**config.mk**
```make
export PLATFORM = sky130hd
export DESIGN_NAME = lin_slave_frame_decoder
export DESIGN_NICKNAME = d
export VERILOG_FILES = /design/src/common/lin_frame_pkg.sv /design/src/core/pin_sync.sv /design/src/core/frame_cmd_buffer.sv /design/src/core/lin_slave_frame_decoder.sv
export SDC_FILE = /design/constraint.sdc
export NUM_CORES = 1
export LEC_CHECK = 0
export BUFFER_PORTS_ARGS = -buffer_cell sky130_fd_sc_hd__buf_2
export CORE_MARGIN = 2
export CORE_UTILIZATION = 38
export DETAILED_ROUTE_END_ITERATION = 7
export GPL_TIMING_DRIVEN = 0
export PLACE_DENSITY = 0.6
export SLEW_MARGIN = 20
export SYNTH_ARGS = -nofsm -noshare
export SYNTH_HDL_FRONTEND = slang
export SYNTH_SLANG_ARGS = --single-unit
```
**constraint.sdc**
```tcl
create_clock -name clock -period 16.7 [get_ports clock]
set_input_delay 1.67 -clock clock [delete_from_list [all_inputs] [get_ports clock]]
set_output_delay 1.67 -clock clock [all_outputs]
set_load 0.02 [all_outputs]
```
**src/common/lin_frame_pkg.sv**
```systemverilog
package lin_frame_pkg;

  // Reserved identifiers for the long writing and reading frames.
  localparam logic [5:0] ID_WRITE_RESERVED = 6'h3c;
  localparam logic [5:0] ID_READ_RESERVED  = 6'h3d;

  // Data byte values with fixed meaning.
  localparam logic [7:0] APP_MARKER        = 8'h80;
  localparam logic [7:0] SLEEP_BYTE        = 8'h00;
  localparam logic [7:0] FILLER_BYTE       = 8'hff;
  localparam logic [6:0] CMD_ID_ASSIGN     = 7'h11;

  // Field positions inside the data bytes.
  localparam int         FLAG_BIT          = 7;
  localparam int         ADDR_MSB          = 6;

  // Frame byte counts.
  localparam logic [3:0] LEN_SHORT         = 4'h2;
  localparam logic [3:0] LEN_LONG          = 4'h8;
  localparam logic [3:0] GP_PARAM_OFFSET   = 4'h2;
  localparam logic [3:0] RES_PARAM_OFFSET  = 4'h3;

  // Dynamic identifier table size and entry widths.
  localparam int         APP_SLOTS         = 4;
  localparam int         ID_W              = 6;
  localparam int         CMD_W             = 7;
  localparam int         PARAM_W           = 64;
  localparam int         LEN_W             = 4;
  localparam int         HW_ADDR_W         = 3;
  localparam int         BUF_W             = CMD_W + PARAM_W + LEN_W;

  // Reset values.
  localparam logic [3:0] COUNT_RESET       = 4'h0;
  localparam logic [6:0] CMD_RESET         = 7'h00;

  typedef enum logic [2:0] {
    K_NONE   = 3'b000,
    K_GP     = 3'b001,
    K_APP_WR = 3'b010,
    K_APP_RD = 3'b011,
    K_RES_WR = 3'b100,
    K_RES_RD = 3'b101,
    K_PREP   = 3'b110
  } kind_t;

  typedef enum logic [1:0] {
    ST_IDLE = 2'b00,
    ST_DATA = 2'b01,
    ST_PUSH = 2'b10
  } state_t;

endpackage

```
**src/core/pin_sync.sv**
```systemverilog
module pin_sync #(
  parameter int WIDTH = 1
) (
  input  wire logic             clock,
  input  wire logic             srst,
  input  wire logic [WIDTH-1:0] pin_in,
  output logic      [WIDTH-1:0] pin_out
);

  logic [WIDTH-1:0] meta_q;

  // The first stage feeds only the second one.
  always_ff @(posedge clock) begin
    if (srst) begin
      meta_q  <= '0;
      pin_out <= '0;
    end else begin
      meta_q  <= pin_in;
      pin_out <= meta_q;
    end
  end

endmodule

```
**src/core/frame_cmd_buffer.sv**
```systemverilog
module frame_cmd_buffer #(
  parameter int WIDTH = 8
) (
  input  wire logic             clock,
  input  wire logic             srst,
  input  wire logic             in_valid,
  output logic                  in_ready,
  input  wire logic [WIDTH-1:0] in_data,
  output logic                  out_valid,
  input  wire logic             out_ready,
  output logic      [WIDTH-1:0] out_data
);

  logic [WIDTH-1:0] slot_q [2];
  logic             wr_ptr_q;
  logic             rd_ptr_q;
  logic [1:0]       count_q;
  logic             push;
  logic             pop;

  assign in_ready  = (count_q != 2'h2);
  assign out_valid = (count_q != 2'h0);
  assign out_data  = slot_q[rd_ptr_q];
  assign push      = in_valid && in_ready;
  assign pop       = out_valid && out_ready;

  always_ff @(posedge clock) begin
    if (srst) begin
      slot_q[0] <= '0;
      slot_q[1] <= '0;
    end else if (push) begin
      slot_q[wr_ptr_q] <= in_data;
    end
  end

  always_ff @(posedge clock) begin
    if (srst) begin
      wr_ptr_q <= 1'b0;
      rd_ptr_q <= 1'b0;
      count_q  <= 2'h0;
    end else begin
      if (push) begin
        wr_ptr_q <= ~wr_ptr_q;
      end
      if (pop) begin
        rd_ptr_q <= ~rd_ptr_q;
      end
      if (push && !pop) begin
        count_q <= count_q + 2'h1;
      end else if (pop && !push) begin
        count_q <= count_q - 2'h1;
      end
    end
  end

endmodule

```
**src/core/lin_slave_frame_decoder.sv**
```systemverilog
// Summary of operation
// - First application data byte has top bit set.
// - General frame: command byte one, address byte two.
// - Flag one means address match; zero means all.
// - Bound command identifiers execute without address check.
// - Reserved write: marker, command, address, then parameters.
// - Master sends header; one slave answers data.
// - Direct read identifiers trigger only reads.
// - Indirect read answered by node last prepared.
// - Indirect read ignored unless right after preparing.
// - Every answer carries our own node address.
// - Direct read identifiers answered without preparing frame.
// - Reserved read identifier answered only when prepared.
// - Short preparing frame: flagged command, flagged address.
// - Long preparing frame: marker, command, address, filler.
// - Identifier assignment only via reserved write identifier.
// - Own address: four memory bits, three pins.
module lin_slave_frame_decoder (
  input  wire logic                                           clock,
  input  wire logic                                           srst,
  input  wire logic [lin_frame_pkg::HW_ADDR_W-1:0]            hw_addr_pins,
  input  wire logic [3:0]                                     otp_addr_bits,
  input  wire logic                                           otp_addr_mode,
  input  wire logic [lin_frame_pkg::ID_W-1:0]                 gp2_id,
  input  wire logic [lin_frame_pkg::ID_W-1:0]                 gp4_id,
  input  wire logic [lin_frame_pkg::ID_W-1:0]                 prep_id,
  input  wire logic [lin_frame_pkg::APP_SLOTS*lin_frame_pkg::ID_W-1:0]  app_id_table,
  input  wire logic [lin_frame_pkg::APP_SLOTS*lin_frame_pkg::CMD_W-1:0] app_cmd_table,
  input  wire logic [lin_frame_pkg::APP_SLOTS-1:0]            app_valid_mask,
  input  wire logic [lin_frame_pkg::APP_SLOTS-1:0]            app_read_mask,
  input  wire logic                                           frame_start,
  input  wire logic [lin_frame_pkg::ID_W-1:0]                 frame_id,
  input  wire logic                                           rx_valid,
  input  wire logic [7:0]                                     rx_byte,
  input  wire logic                                           frame_end,
  input  wire logic                                           frame_ok,
  output logic                                                frame_ready,
  output logic                                                resp_valid,
  output logic      [lin_frame_pkg::CMD_W-1:0]                resp_cmd,
  output logic      [6:0]                                     resp_node_addr,
  output logic                                                cmd_valid,
  input  wire logic                                           cmd_ready,
  output logic      [lin_frame_pkg::CMD_W-1:0]                cmd_code,
  output logic      [lin_frame_pkg::PARAM_W-1:0]              cmd_params,
  output logic      [lin_frame_pkg::LEN_W-1:0]                cmd_len,
  output logic                                                sleep_req,
  output logic      [6:0]                                     node_addr,
  output logic                                                prep_armed
);

  logic [lin_frame_pkg::HW_ADDR_W-1:0] hw_sync;
  logic [6:0]                          own_addr;
  lin_frame_pkg::state_t               state_q;
  lin_frame_pkg::kind_t                kind_q;
  lin_frame_pkg::kind_t                hit_kind;
  logic [lin_frame_pkg::CMD_W-1:0]     hit_cmd;
  logic [lin_frame_pkg::CMD_W-1:0]     table_cmd_q;
  logic [7:0]                          data_q [8];
  logic [3:0]                          count_q;
  logic                                start_ok;
  logic                                end_ok;
  logic                                prep_armed_q;
  logic [lin_frame_pkg::CMD_W-1:0]     prep_cmd_q;
  logic                                resp_hit;
  logic [lin_frame_pkg::CMD_W-1:0]     resp_cmd_d;
  logic                                resp_valid_q;
  logic [lin_frame_pkg::CMD_W-1:0]     resp_cmd_q;
  logic                                dec_exec;
  logic                                dec_arm;
  logic                                dec_sleep;
  logic [lin_frame_pkg::CMD_W-1:0]     dec_cmd;
  logic [lin_frame_pkg::PARAM_W-1:0]   dec_params;
  logic [lin_frame_pkg::LEN_W-1:0]     dec_len;
  logic [lin_frame_pkg::BUF_W-1:0]     push_data_q;
  logic                                push_ready;
  logic                                sleep_q;
  logic [lin_frame_pkg::BUF_W-1:0]     buf_out;
  logic                                res_filler;

  pin_sync #(
    .WIDTH (lin_frame_pkg::HW_ADDR_W)
  ) u_hw_sync (
    .clock   (clock),
    .srst    (srst),
    .pin_in  (hw_addr_pins),
    .pin_out (hw_sync)
  );

  assign own_addr = otp_addr_mode ?
                    {otp_addr_bits[0], hw_sync[0], hw_sync[1], hw_sync[2], otp_addr_bits[3:1]} :
                    {hw_sync[0], hw_sync[1], hw_sync[2], otp_addr_bits};

  // A new header is held off while a finished command still waits for buffer room.
  assign frame_ready = (state_q != lin_frame_pkg::ST_PUSH);
  assign start_ok    = frame_start && frame_ready;
  assign end_ok      = frame_end && (state_q == lin_frame_pkg::ST_DATA);

  // Identifier classification; reserved identifiers take precedence over the table.
  always_comb begin
    hit_kind = lin_frame_pkg::K_NONE;
    hit_cmd  = lin_frame_pkg::CMD_RESET;
    if (frame_id == lin_frame_pkg::ID_WRITE_RESERVED) begin
      hit_kind = lin_frame_pkg::K_RES_WR;
    end else if (frame_id == lin_frame_pkg::ID_READ_RESERVED) begin
      hit_kind = lin_frame_pkg::K_RES_RD;
    end else if (frame_id == prep_id) begin
      hit_kind = lin_frame_pkg::K_PREP;
    end else if ((frame_id == gp2_id) || (frame_id == gp4_id)) begin
      hit_kind = lin_frame_pkg::K_GP;
    end else begin
      for (int i = 0; i < lin_frame_pkg::APP_SLOTS; i++) begin
        if (app_valid_mask[i] && (app_id_table[i*lin_frame_pkg::ID_W +: lin_frame_pkg::ID_W] == frame_id) &&
            (hit_kind == lin_frame_pkg::K_NONE)) begin
          hit_kind = app_read_mask[i] ? lin_frame_pkg::K_APP_RD : lin_frame_pkg::K_APP_WR;
          hit_cmd  = app_cmd_table[i*lin_frame_pkg::CMD_W +: lin_frame_pkg::CMD_W];
        end
      end
    end
  end

  // Answers are decided at header time, since the slot follows the header at once.
  always_comb begin
    resp_hit   = 1'b0;
    resp_cmd_d = lin_frame_pkg::CMD_RESET;
    if (hit_kind == lin_frame_pkg::K_APP_RD) begin
      resp_hit   = 1'b1;
      resp_cmd_d = hit_cmd;
    end else if ((hit_kind == lin_frame_pkg::K_RES_RD) && prep_armed_q) begin
      resp_hit   = 1'b1;
      resp_cmd_d = prep_cmd_q;
    end
  end

  always_ff @(posedge clock) begin
    if (srst) begin
      resp_valid_q <= 1'b0;
      resp_cmd_q   <= lin_frame_pkg::CMD_RESET;
    end else begin
      resp_valid_q <= start_ok && resp_hit;
      if (start_ok && resp_hit) begin
        resp_cmd_q <= resp_cmd_d;
      end
    end
  end

  assign resp_valid     = resp_valid_q;
  assign resp_cmd       = resp_cmd_q;
  assign resp_node_addr = own_addr;
  assign node_addr      = own_addr;

  always_ff @(posedge clock) begin
    if (srst) begin
      state_q     <= lin_frame_pkg::ST_IDLE;
      kind_q      <= lin_frame_pkg::K_NONE;
      table_cmd_q <= lin_frame_pkg::CMD_RESET;
    end else begin
      case (state_q)
        lin_frame_pkg::ST_IDLE: begin
          if (start_ok) begin
            state_q     <= lin_frame_pkg::ST_DATA;
            kind_q      <= hit_kind;
            table_cmd_q <= hit_cmd;
          end
        end
        lin_frame_pkg::ST_DATA: begin
          if (start_ok) begin
            kind_q      <= hit_kind;
            table_cmd_q <= hit_cmd;
          end else if (end_ok) begin
            state_q <= (frame_ok && dec_exec) ? lin_frame_pkg::ST_PUSH : lin_frame_pkg::ST_IDLE;
          end
        end
        lin_frame_pkg::ST_PUSH: begin
          if (push_ready) begin
            state_q <= lin_frame_pkg::ST_IDLE;
          end
        end
        default: begin
          state_q <= lin_frame_pkg::ST_IDLE;
        end
      endcase
    end
  end

  // Bytes past the eighth are dropped; the count saturates at the longest frame.
  always_ff @(posedge clock) begin
    if (srst) begin
      count_q <= lin_frame_pkg::COUNT_RESET;
      for (int i = 0; i < 8; i++) begin
        data_q[i] <= 8'h00;
      end
    end else if (start_ok) begin
      count_q <= lin_frame_pkg::COUNT_RESET;
    end else if (rx_valid && (state_q == lin_frame_pkg::ST_DATA) && (count_q < lin_frame_pkg::LEN_LONG)) begin
      data_q[count_q[2:0]] <= rx_byte;
      count_q              <= count_q + 4'h1;
    end
  end

  always_comb begin
    res_filler = 1'b1;
    for (int i = 3; i < 8; i++) begin
      if (data_q[i] != lin_frame_pkg::FILLER_BYTE) begin
        res_filler = 1'b0;
      end
    end
  end

  // Frame content check at the end of a writing frame.
  always_comb begin
    dec_exec   = 1'b0;
    dec_arm    = 1'b0;
    dec_sleep  = 1'b0;
    dec_cmd    = lin_frame_pkg::CMD_RESET;
    dec_params = '0;
    dec_len    = lin_frame_pkg::COUNT_RESET;
    case (kind_q)
      lin_frame_pkg::K_GP: begin
        dec_cmd    = data_q[0][lin_frame_pkg::ADDR_MSB:0];
        dec_params = {data_q[2], data_q[3], 48'h0};
        dec_len    = (count_q > lin_frame_pkg::GP_PARAM_OFFSET) ? 4'(count_q - lin_frame_pkg::GP_PARAM_OFFSET) : 4'h0;
        dec_exec   = data_q[0][lin_frame_pkg::FLAG_BIT] && (count_q >= lin_frame_pkg::LEN_SHORT) &&
                     (dec_cmd != lin_frame_pkg::CMD_ID_ASSIGN) &&
                     (!data_q[1][lin_frame_pkg::FLAG_BIT] || (data_q[1][lin_frame_pkg::ADDR_MSB:0] == own_addr));
      end
      lin_frame_pkg::K_APP_WR: begin
        dec_cmd    = table_cmd_q;
        dec_params = {data_q[0], data_q[1], data_q[2], data_q[3], data_q[4], data_q[5], data_q[6], data_q[7]};
        dec_len    = count_q;
        dec_exec   = data_q[0][lin_frame_pkg::FLAG_BIT] && (count_q >= lin_frame_pkg::LEN_SHORT) &&
                     (dec_cmd != lin_frame_pkg::CMD_ID_ASSIGN);
      end
      lin_frame_pkg::K_RES_WR: begin
        dec_sleep  = (data_q[0] == lin_frame_pkg::SLEEP_BYTE) && (count_q != lin_frame_pkg::COUNT_RESET);
        dec_cmd    = data_q[1][lin_frame_pkg::ADDR_MSB:0];
        dec_params = {data_q[3], data_q[4], data_q[5], data_q[6], data_q[7], 24'h0};
        dec_len    = (count_q > lin_frame_pkg::RES_PARAM_OFFSET) ? 4'(count_q - lin_frame_pkg::RES_PARAM_OFFSET) : 4'h0;
        if ((data_q[0] == lin_frame_pkg::APP_MARKER) && (count_q == lin_frame_pkg::LEN_LONG)) begin
          if (data_q[1][lin_frame_pkg::FLAG_BIT] && data_q[2][lin_frame_pkg::FLAG_BIT] && res_filler) begin
            dec_arm = (data_q[2][lin_frame_pkg::ADDR_MSB:0] == own_addr);
          end else begin
            dec_exec = !data_q[2][lin_frame_pkg::FLAG_BIT] ||
                       (data_q[2][lin_frame_pkg::ADDR_MSB:0] == own_addr);
          end
        end
      end
      lin_frame_pkg::K_PREP: begin
        dec_cmd = data_q[0][lin_frame_pkg::ADDR_MSB:0];
        dec_arm = (count_q == lin_frame_pkg::LEN_SHORT) && data_q[0][lin_frame_pkg::FLAG_BIT] &&
                  data_q[1][lin_frame_pkg::FLAG_BIT] && (data_q[1][lin_frame_pkg::ADDR_MSB:0] == own_addr);
      end
      default: begin
        dec_exec = 1'b0;
      end
    endcase
  end

  always_ff @(posedge clock) begin
    if (srst) begin
      prep_armed_q <= 1'b0;
      prep_cmd_q   <= lin_frame_pkg::CMD_RESET;
    end else if (start_ok) begin
      prep_armed_q <= 1'b0;
    end else if (end_ok) begin
      prep_armed_q <= frame_ok && dec_arm;
      if (frame_ok && dec_arm) begin
        prep_cmd_q <= dec_cmd;
      end
    end
  end

  assign prep_armed = prep_armed_q;

  always_ff @(posedge clock) begin
    if (srst) begin
      push_data_q <= '0;
      sleep_q     <= 1'b0;
    end else begin
      sleep_q <= end_ok && frame_ok && dec_sleep;
      if (end_ok && frame_ok && dec_exec) begin
        push_data_q <= {dec_cmd, dec_params, dec_len};
      end
    end
  end

  assign sleep_req = sleep_q;

  frame_cmd_buffer #(
    .WIDTH (lin_frame_pkg::BUF_W)
  ) u_cmd_buf (
    .clock     (clock),
    .srst      (srst),
    .in_valid  (state_q == lin_frame_pkg::ST_PUSH),
    .in_ready  (push_ready),
    .in_data   (push_data_q),
    .out_valid (cmd_valid),
    .out_ready (cmd_ready),
    .out_data  (buf_out)
  );

  assign cmd_code   = buf_out[lin_frame_pkg::BUF_W-1 -: lin_frame_pkg::CMD_W];
  assign cmd_params = buf_out[lin_frame_pkg::LEN_W +: lin_frame_pkg::PARAM_W];
  assign cmd_len    = buf_out[lin_frame_pkg::LEN_W-1:0];

endmodule

```
After elaboration in Yosys (flattened, before gate mapping) --
Memories as Yosys holds them, arrays and structs flattened. A register that Yosys moved wholly into a read port is not among the register bits. Index checks and enable logic that the tools add are counted. W data, S select, Z words.
Storage, ports and cells: memories kept 2, word-level logic and storage cells 199, register bits 118, RAM bits 214
Memories:
- u_cmd_buf.slot_q | depth 2, width 75, read ports 1, clocked after Yosys merged registers in 1, write ports 2, line frame_cmd_buffer.sv:14 | logic [WIDTH-1:0] slot_q [2];
- data_q | depth 8, width 8, read ports 8, clocked after Yosys merged registers in 0, write ports 8, line lin_slave_frame_decoder.sv:58 | logic [7:0] data_q [8];
Operators by class: reduce and logical (&&, ||, !) cells 56, eq/ne operators 35, mux-type cells 79, $lt $le $gt $ge 4, bitwise operators 3, add/sub/neg operators 5
Operator list (count):
- $pmux W64 S3 | 1
- $mux W7 | 11
- $mux W75 | 1
- $reduce_or A75 Y1 | 1
- $mux W3 | 20
- $eq A6 B6 Y1 | 7
- $ne A8 B8 Y1 const B | 5
- $logic_and A1 B1 Y1 | 33
- $mux W1 | 30
- $pmux W7 S3 | 1
- $mux W2 | 8
- $eq A7 B7 Y1 | 2
- $ne A7 B5 Y1 const B | 2
- $eq A6 B6 Y1 const B | 2
- $ne A2 B2 Y1 const B | 6
- $pmux W4 S3 | 1
- $eq A3 B3 Y1 const B | 3
- $logic_not A3 Y1 | 3
- $eq A8 B8 Y1 const B | 1
- $gt A4 B2 Y1 const B | 2
- $logic_not A8 Y1 | 1
- $mux W4 | 2
- $mux W8 | 1
- $reduce_or A8 Y1 | 1
- other kinds (25) | 37

Longest topological paths before layout --
Gate-level depths: netlist of the first run.
word-level depth 33, depth in mapped cells 11, gate-level depth less buffers 9

Modules after synthesis --
Synthesis of the first run repeated with hierarchy kept, for this count alone.
Unflattened totals: cell total of the unflattened synthesis 1509, area total of the unflattened synthesis 16331.9 um2
Modules (own cells, without submodules):
- lin_slave_frame_decoder | times used 1, cells each 989, area an instance 9347.7 um2
- frame_cmd_buffer | times used 1, cells each 508, area an instance 6826.5 um2
- pin_sync | times used 1, cells each 12, area an instance 157.7 um2

Worst setup path before layout of the first run --
Ideal clock, no wire load.
path type reg-to-reg, from register state_q[0], to memory u_cmd_buf.slot_q[0][0] (netlist bit), enable pin, stages on the path, launching flop included 4, setup slack 9.886 ns, required time 16.088 ns, data arrival time 6.202 ns, buffers on the path 0, setup time 0.612 ns, path through dfxtp_1 > nand2b_1 > or2_2 > o21ai_0
RTL lines:
- start, declared | line lin_slave_frame_decoder.sv:53 | lin_frame_pkg::state_t state_q;
- start signal, assigned | line lin_slave_frame_decoder.sv:153 | state_q <= lin_frame_pkg::ST_IDLE;
- start signal, assigned | line lin_slave_frame_decoder.sv:160 | state_q <= lin_frame_pkg::ST_DATA;
- start signal, assigned | line lin_slave_frame_decoder.sv:170 | state_q <= (frame_ok && dec_exec) ? lin_frame_pkg::ST_PUSH : lin_frame_pkg::ST_IDLE;
- end, declared | line frame_cmd_buffer.sv:14

Worst setup path after layout of the first run --
from input otp_addr_mode, to output resp_node_addr[0]
On the way: cells in the longest elaborated chain, start to end 1
Ends and longest elaborated chain:
- start, declared | line lin_slave_frame_decoder.sv:23 | input wire logic otp_addr_mode,
- $mux W7 | line lin_slave_frame_decoder.sv:89 | assign own_addr = otp_addr_mode ?
- end, declared | line lin_slave_frame_decoder.sv:40 | output logic [6:0] resp_node_addr,
No other way between the ends.

==> out/qor.csv, run 1 <==
stage,metric,value,unit
cells_and_area,multi_input_area,6170,um2
logic_synthesis,synth.distinct_cells,62,
logic_synthesis,synth_top_family_by_area,simple AND/OR/NAND/NOR gates,
logic_synthesis,synth_top_flop_cell,edfxtp_1,
logic_synthesis,synth-xor-area-share,0.0349,
power_and_ir_drop,total_power,1.88,mW
sta,setup_ws,12.33,ns
power_and_ir_drop,ir_worst_vdd,0.0596,mV
global_route,grt_max_degree,41,
floorplan,die_area,42500,um2
sta,max_freq,0.229,GHz
cells_and_area,drive_gt1_frac,0.238,
logic_synthesis,synth_compound_area_frac,0.0947,
setup_path,max_stage_delay,0.49,ns
cells_and_area,fillCellCount,3864,
placed_design,port_buffers,200,
drt,drc_errors,0,
clock_network,cts_buffers,37,
setup_path,start_kind,input pin,
power_and_ir_drop,powerDensity,101,nW/um2
sta,grt_setup_unrepaired,false,
sta,hold_viol_final,0,
global_route,grt_pass1_wl,66100,um
global_route,gr-usage-all-layers,0.204,
clock_network,cts_tree,done,
drt,drtIter0Drc,695,
drt,routedWlPerCell,19.6,um
cells_and_area,final_area,18600,um2
floorplan,start_util,0.383,
setup_path,path_buf_inv,4,
setup_path,crit_type,input pin to primary output,
sta,relSlewSlack,0.399,
sta,final.setup_skew,0.0248,ns
clock_network,hold_buffers,0,
clock_network,cts_resized,0,
drt,num_vias,11400,
logic_synthesis,ys_seq_area_frac,0.567,
clock_network,clock_path_buffers,3,
logic_synthesis,synth_area_leader_cell,edfxtp_1,
cells_and_area,regArea,8810,um2
global_route,grt_pass1_vias,11600,
power_and_ir_drop,leakage,7.32,nW
sta,holdWs,0.436,ns
logic_synthesis,synth_edf_count,214,
logic_synthesis,yosys.area.top_type_share,0.414,
logic_synthesis,synth_fa_ha_area_frac,0.00644,
run_status,status,finished clean,
logic_synthesis,mappedNetlistNets,1516,
placed_design,gp_congestion,0.930,
sta,drv_slew,0,
floorplan,die_x,206,um
drt,ant_nets,0,
sta,finalCriticalPeriod,4.37,ns
clock_network,cts.sinks,333,
setup_path,required,15.03,ns
sta,finalCritPeriodShare,0.262,
cells_and_area,area_growth,19.5,%
clock_network,h-tree-depth,2,
placed_design,place_inst,2138,
setup_path,cp_max_fo,7,
logic_synthesis,ys_async_sr_fraction,0,
logic_synthesis,syn_area,15500,um2
logic_synthesis,synth.avg_cell_area,11.1,um2
cells_and_area,utilization,0.458,
clock_network,clkTransAtPathRegs,0.06,ns
global_route,grt.overflow.total,0,
clock_network,postCtsSetupBuffers,0,
logic_synthesis,yosys.area_share.simple,0.196,
setup_path,path_cells,"buf_6, mux2i_1, inv_1, buf_4, buf_2",
drt,vias_per_cell,5.18,
cells_and_area,layout.nets,1760,
sta,finalSetupViolations,0,
sta,final.setup.tns,0,ns
setup_path,crit_path_end_kind,primary output,
floorplan,core_area,40600,um2
global_route,antenna_found_initial,0,
floorplan,io_pins,208,
drt,firstDrtPassIters,5,
logic_synthesis,yosys_warnings,0,
setup_path,worst_ep_arrival_time,2.70,ns
placed_design,preCtsSetupSlack,12.30,ns
clock_network,clk_latency,0.53,ns
drt,drt_wl_total,43300,um
floorplan,rows,74,
logic_synthesis,ys_seq_elements,333,
cells_and_area,stdcell_count,2206,
placed_design,place_area,17300,um2
setup_path,crit_family,buffers and inverters,
sta,tightest_slew,0.890,ns
clock_network,clock-root-buffer,clkbuf_16,
hold_path,hold_class,flop to flop,
setup_path,critPathSlowestCell,mux2i_1,
logic_synthesis,netlist_top_cells_area,"edfxtp_1 41%, dfxtp_1 15%, and2_1 6.2%, mux2_2 5.4%, nor2_1 3.2%",
placed_design,hpwl,32400,um
cells_and_area,diodes,0,
floorplan,fp.dieH,206,um
logic_synthesis,syn-instance-count,1401,
logic_synthesis,synth_mux_area_frac,0.0645,
flow_run,cap_violations,0,
flip-flops by register name, indices dropped and copies added (netlist names), 3 cells and up, named ones only:
signal / cells
table_cmd_q: 7
push_data_q: 75
u_cmd_buf.slot_q: 150
resp_cmd: 7
data_q: 64
count_q: 4
kind_q: 3
u_hw_sync.meta_q: 3
u_hw_sync.pin_out: 3
prep_cmd_q: 7
final cells by class:
class	count	share of cell area
repair buffers	205	0.0609
multi-input cells	939	0.332
flip-flops and latches	333	0.474
clock inverters	16	0.00546
plain buffers	108	0.0266
clock buffers	52	0.0601
well taps	532	0.0359
inverters	21	0.00425
Yosys cell counts (2+ instances only):
library cell,instances
xor2_1,25
a31oi_1,2
o31ai_1,4
a211oi_1,23
and2_1,154
nand4_1,20
nor2b_1,14
a21o_1,10
o21ai_0,22
nor3_2,3
buf_4,12
mux2i_1,13
inv_1,21
a311oi_1,5
o2bb2ai_1,5
and4_1,2
nor4_2,2
nor2_1,132
clkbuf_1,74
nand2b_1,4
or2_2,4
and3b_1,2
nor4_1,6
a21oi_1,73
nand4b_1,2
mux2_2,75
a221oi_1,21
a22oi_1,15
edfxtp_1,214
nand3_1,33
a2bb2oi_1,2
buf_6,3
nor3b_2,2
dfxtp_1,119
ha_1,8
buf_1,3
nor3_1,41
nand2_1,73
a221oi_2,10
and3_1,74
buf_2,16
xnor2_1,37
mux2i_2,2
where the power goes:
part | total, mW | leakage, nW | internal (mW) | switching (mW)
clock network | 0.803 | 0.609 | 0.470 | 0.333
registers | 0.907 | 3.17 | 0.894 | 0.0135
logic | 0.166 | 3.54 | 0.0637 | 0.102
worst paths after layout:
kind / startpoint / to / slack [ns] / cells past startpoint
max: otp_addr_mode / resp_node_addr[0] / 12.33 / 5
min: u_hw_sync.meta_q[1] / u_hw_sync.pin_out[1] / 0.44 / 1
max reg2reg: state_q[1] / u_cmd_buf.slot_q[1][59] / 13.46 / 7
min reg2reg: u_hw_sync.meta_q[1] / u_hw_sync.pin_out[1] / 0.44 / 1
cells in the final DEF (no fill, tap or decap), types with 14 or more instances in the layout:
cell type,instances
a211oi_1,23
a21oi_1,73
a221oi_1,21
a22oi_1,15
and2_1,154
and3_1,74
buf_2,216
clkbuf_1,79
clkbuf_16,40
dfxtp_1,119
edfxtp_1,214
inv_1,21
mux2_2,75
nand2_1,73
nand3_1,33
nand4_1,20
nor2_1,132
nor2b_1,14
nor3_1,41
o21ai_0,21
xnor2_1,37
xor2_1,25
cells by family (layout without fill, tap and decap cells):
logic type / Yosys count / in the layout
adders and majority gates: 8 / 8
DFF: 333 / 333
xor gates and xnor gates: 62 / 62
muxes: 90 / 90
buffers and inverters: 129 / 402
and+or+nand+nor: 573 / 573
AOI/OAI and AO/OA: 206 / 206
layer usage:
metal | vias to the layer above | part of all wire | track usage
met3 | 73 | 0.066 | 0.0399
met2 | 390 | 0.48 | 0.350
met5 | - | 0 | 0
li1 | 5516 | - | -
met1 | 5447 | 0.42 | 0.261
met4 | 0 | 0.026 | 0.0615
worst reg2reg max path: stages, from the launching register on:
cell      delay (ns)
dfxtp_1         0.40
nand2b_1        0.13
or2_2           0.36
inv_1           0.13
and3_1          0.39
clkbuf_1        0.54
or2_4           0.62
buf_12          0.32
Note: power is estimated with default switching activity, not from simulation.
==> run 2: changes to the inputs <==
PLACE_DENSITY = 0.62   (was 0.6)
clock period = 3.8 ns   (was 16.7 ns; I/O delays follow)
==> run 2 against run 1 <==
  * Count of clock-buffer cells in the layout rose by 6
  * Hold slack lost 0.37 ns
  * First-iteration DRC count grew 19%
  * Cell area barely moved
==> out/qor.csv, run 2 (synthesis results as in run 1) <==
stage,metric,value,unit,change
run_status,status,finished clean,,unchanged
power_and_ir_drop,total_power,8.31,mW,was 1.88 mW
global_route,grt_max_degree,45,,was 41
clock_network,cts.sinks,333,,unchanged
drt,vias_per_cell,5.24,,was 5.18
floorplan,die_area,42500,um2,unchanged
placed_design,place_area,17400,um2,"was 17,300 um2"
cells_and_area,layout.nets,1761,,"was 1,760"
cells_and_area,regArea,8810,um2,unchanged
cells_and_area,utilization,0.458,,about the same
sta,final.setup.tns,0,ns,unchanged
setup_path,start_kind,flop,,was input pin
sta,finalCriticalPeriod,3.17,ns,
global_route,grt_pass1_wl,65700,um,"was 66,100 um"
global_route,grt_pass1_vias,11500,,"was 11,600"
cells_and_area,largest_reg_flops,150,,unchanged
drt,drt_wl_total,42900,um,"was 43,300 um"
global_route,antenna_found_initial,0,,unchanged
flow_run,cap_violations,0,,unchanged
setup_path,r2r_setup_slack,0.63,ns,was 13.46 ns
drt,firstDrtPassIters,6,,was 5
sta,max_freq,0.316,GHz,
setup_path,required,4.00,ns,was 15.03 ns
cells_and_area,diodes,0,,unchanged
cells_and_area,multi_input_area,6170,um2,unchanged
sta,hold_viol_final,0,,unchanged
floorplan,start_util,0.383,,unchanged
cells_and_area,drive_gt1_frac,0.234,,was 0.238
placed_design,hpwl,32000,um,"was 32,400 um"
floorplan,io_pins,208,,unchanged
drt,num_vias,11600,,"was 11,400"
hold_path,hold_class,input pin to flop,,was flop to flop
power_and_ir_drop,switching_share,0.238,,was 0.239
setup_path,worst_ep_arrival_time,3.37,ns,was 2.70 ns
global_route,gr-usage-all-layers,0.203,,was 0.204
clock_network,clock_path_buffers,3,,unchanged
power_and_ir_drop,powerDensity,448,nW/um2,was 101 nW/um2
clock_network,postCtsSetupBuffers,0,,unchanged
clock_network,clock-root-buffer,clkbuf_16,,unchanged
cells_and_area,final_cell_mix,"216 x buf_2, 214 x edfxtp_1, 154 x and2_1",,unchanged
drt,drtIter0Drc,825,,was 695
placed_design,port_buffers,200,,unchanged
power_and_ir_drop,ir_worst_vdd,0.218,mV,was 0.0596 mV
clock_network,cts_resized,0,,unchanged
drt,routedWlPerCell,19.4,um,was 19.6 um
cells_and_area,area_growth,19.6,%,was 19.5%
placed_design,preCtsSetupSlack,0.587,ns,was 12.30 ns
sta,relSlewSlack,0.382,,was 0.399
sta,drv_slew,0,,unchanged
clock_network,h-tree-depth,2,,unchanged
global_route,grt.overflow.total,0,,unchanged
clock_network,hold_buffers,0,,unchanged
cells_and_area,fillCellCount,3843,,"was 3,864"
floorplan,die_x,206,um,unchanged
sta,final.setup_skew,0.0163,ns,was 0.0248 ns
cells_and_area,reg_top3,"u_cmd_buf.slot_q: 150 flops, push_data_q: 75 flops, data_q: 64 flops",,unchanged
power_and_ir_drop,clock_power_share,0.432,,was 0.428
cells_and_area,final_common_cell,buf_2,,unchanged
drt,ant_nets,0,,unchanged
clock_network,clkTransAtPathRegs,0.06,ns,about the same
power_and_ir_drop,power_switching,1.98,mW,was 448 uW
sta,finalSetupViolations,0,,unchanged
sta,setup_ws,0.634,ns,was 12.33 ns
cells_and_area,final_area,18600,um2,about the same
sta,grt_setup_unrepaired,false,,unchanged
sta,finalCritPeriodShare,0.833,,
power_and_ir_drop,power.share.combinational,0.088,,about the same
power_and_ir_drop,p_int,6.34,mW,was 1.43 mW
setup_path,cp_max_fo,44,,was 7
drt,drc_errors,0,,unchanged
clock_network,cts_tree,done,,unchanged
floorplan,rows,74,,unchanged
clock_network,cts_buffers,38,,was 37
power_and_ir_drop,seq_power_share,0.480,,was 0.484
setup_path,crit_path_end_kind,flop,,was primary output
floorplan,fp.dieH,206,um,unchanged
setup_path,crit_type,flop to flop,,was input pin to primary output
cells_and_area,top_register,u_cmd_buf.slot_q,,unchanged
clock_network,clk_latency,0.53,ns,about the same
sta,tightest_slew,0.916,ns,was 0.890 ns
placed_design,gp_congestion,0.941,,was 0.930
power_and_ir_drop,leakage,7.31,nW,was 7.32 nW
floorplan,core_area,40600,um2,unchanged
## run 2: cell types whose count changed in the layout (fill, tap and decap cells not counted), sizes merged
| cell | delta |
|---|---|
| bufinv | +1 |
| inv | -2 |
| clkbuf | +6 |
| clkinv | -3 |
## run 2: through the flow
| stage | hold WS, ns | cells |
|---|---|---|
| 5_1_grt | 0.0677 | 2208 |
| 6_report | 0.0665 | 2208 |
| 4_1_cts | 0.0591 | 2208 |
| 3_3_place_gp | 0.423 | 2133 |
| 3_5_place_dp | 0.435 | 2138 |
| 2_1_floorplan | 0.414 | 1401 |
## run 2: layout make-up
type	instances	share of cell area
timing repair buffer	205	0.0613
clock buffer	58	0.0608
buffer	108	0.0265
tap	532	0.0358
clock inverter	12	0.00492
sequential	333	0.474
inverter	21	0.00424
multi-input combinational	939	0.332
## run 2: final timing paths
path	start	to	cells past startpoint
max	state_q[1]	u_cmd_buf.slot_q[1][24]	7
min	hw_addr_pins[1]	u_hw_sync.meta_q[1]	2
max reg2reg	state_q[1]	u_cmd_buf.slot_q[1][24]	7
min reg2reg	u_hw_sync.meta_q[0]	u_hw_sync.pin_out[0]	1
## run 2: per-layer routing
| layer | GRT usage | up-vias | routed length, um |
|---|---|---|---|
| met2 | 0.348 | 417 | 20700 |
| li1 | - | 5520 | - |
| met3 | 0.0352 | 86 | 2790 |
| met5 | 0 | - | 0 |
| met4 | 0.0699 | 0 | 1390 |
| met1 | 0.259 | 5541 | 18000 |
## run 2: critical path, stage by stage, from the launching register on
cell      delay [ns]
dfxtp_1         0.40
nand2b_1        0.13
or2_2           0.36
inv_1           0.12
and3_1          0.35
clkbuf_1        0.51
or2_4           0.60
buf_16          0.31
## run 2: power by group through the flow
stage                     clock, mW  sequential (mW)  combinational (mW)
final                          3.59             3.99               0.732
after floorplan                   0             4.04               0.464
after CTS                      3.64             3.98               0.742
after global placement            0             4.06               0.716
after detailed placement          0             4.06               0.739
after global routing           3.78             3.99               0.789
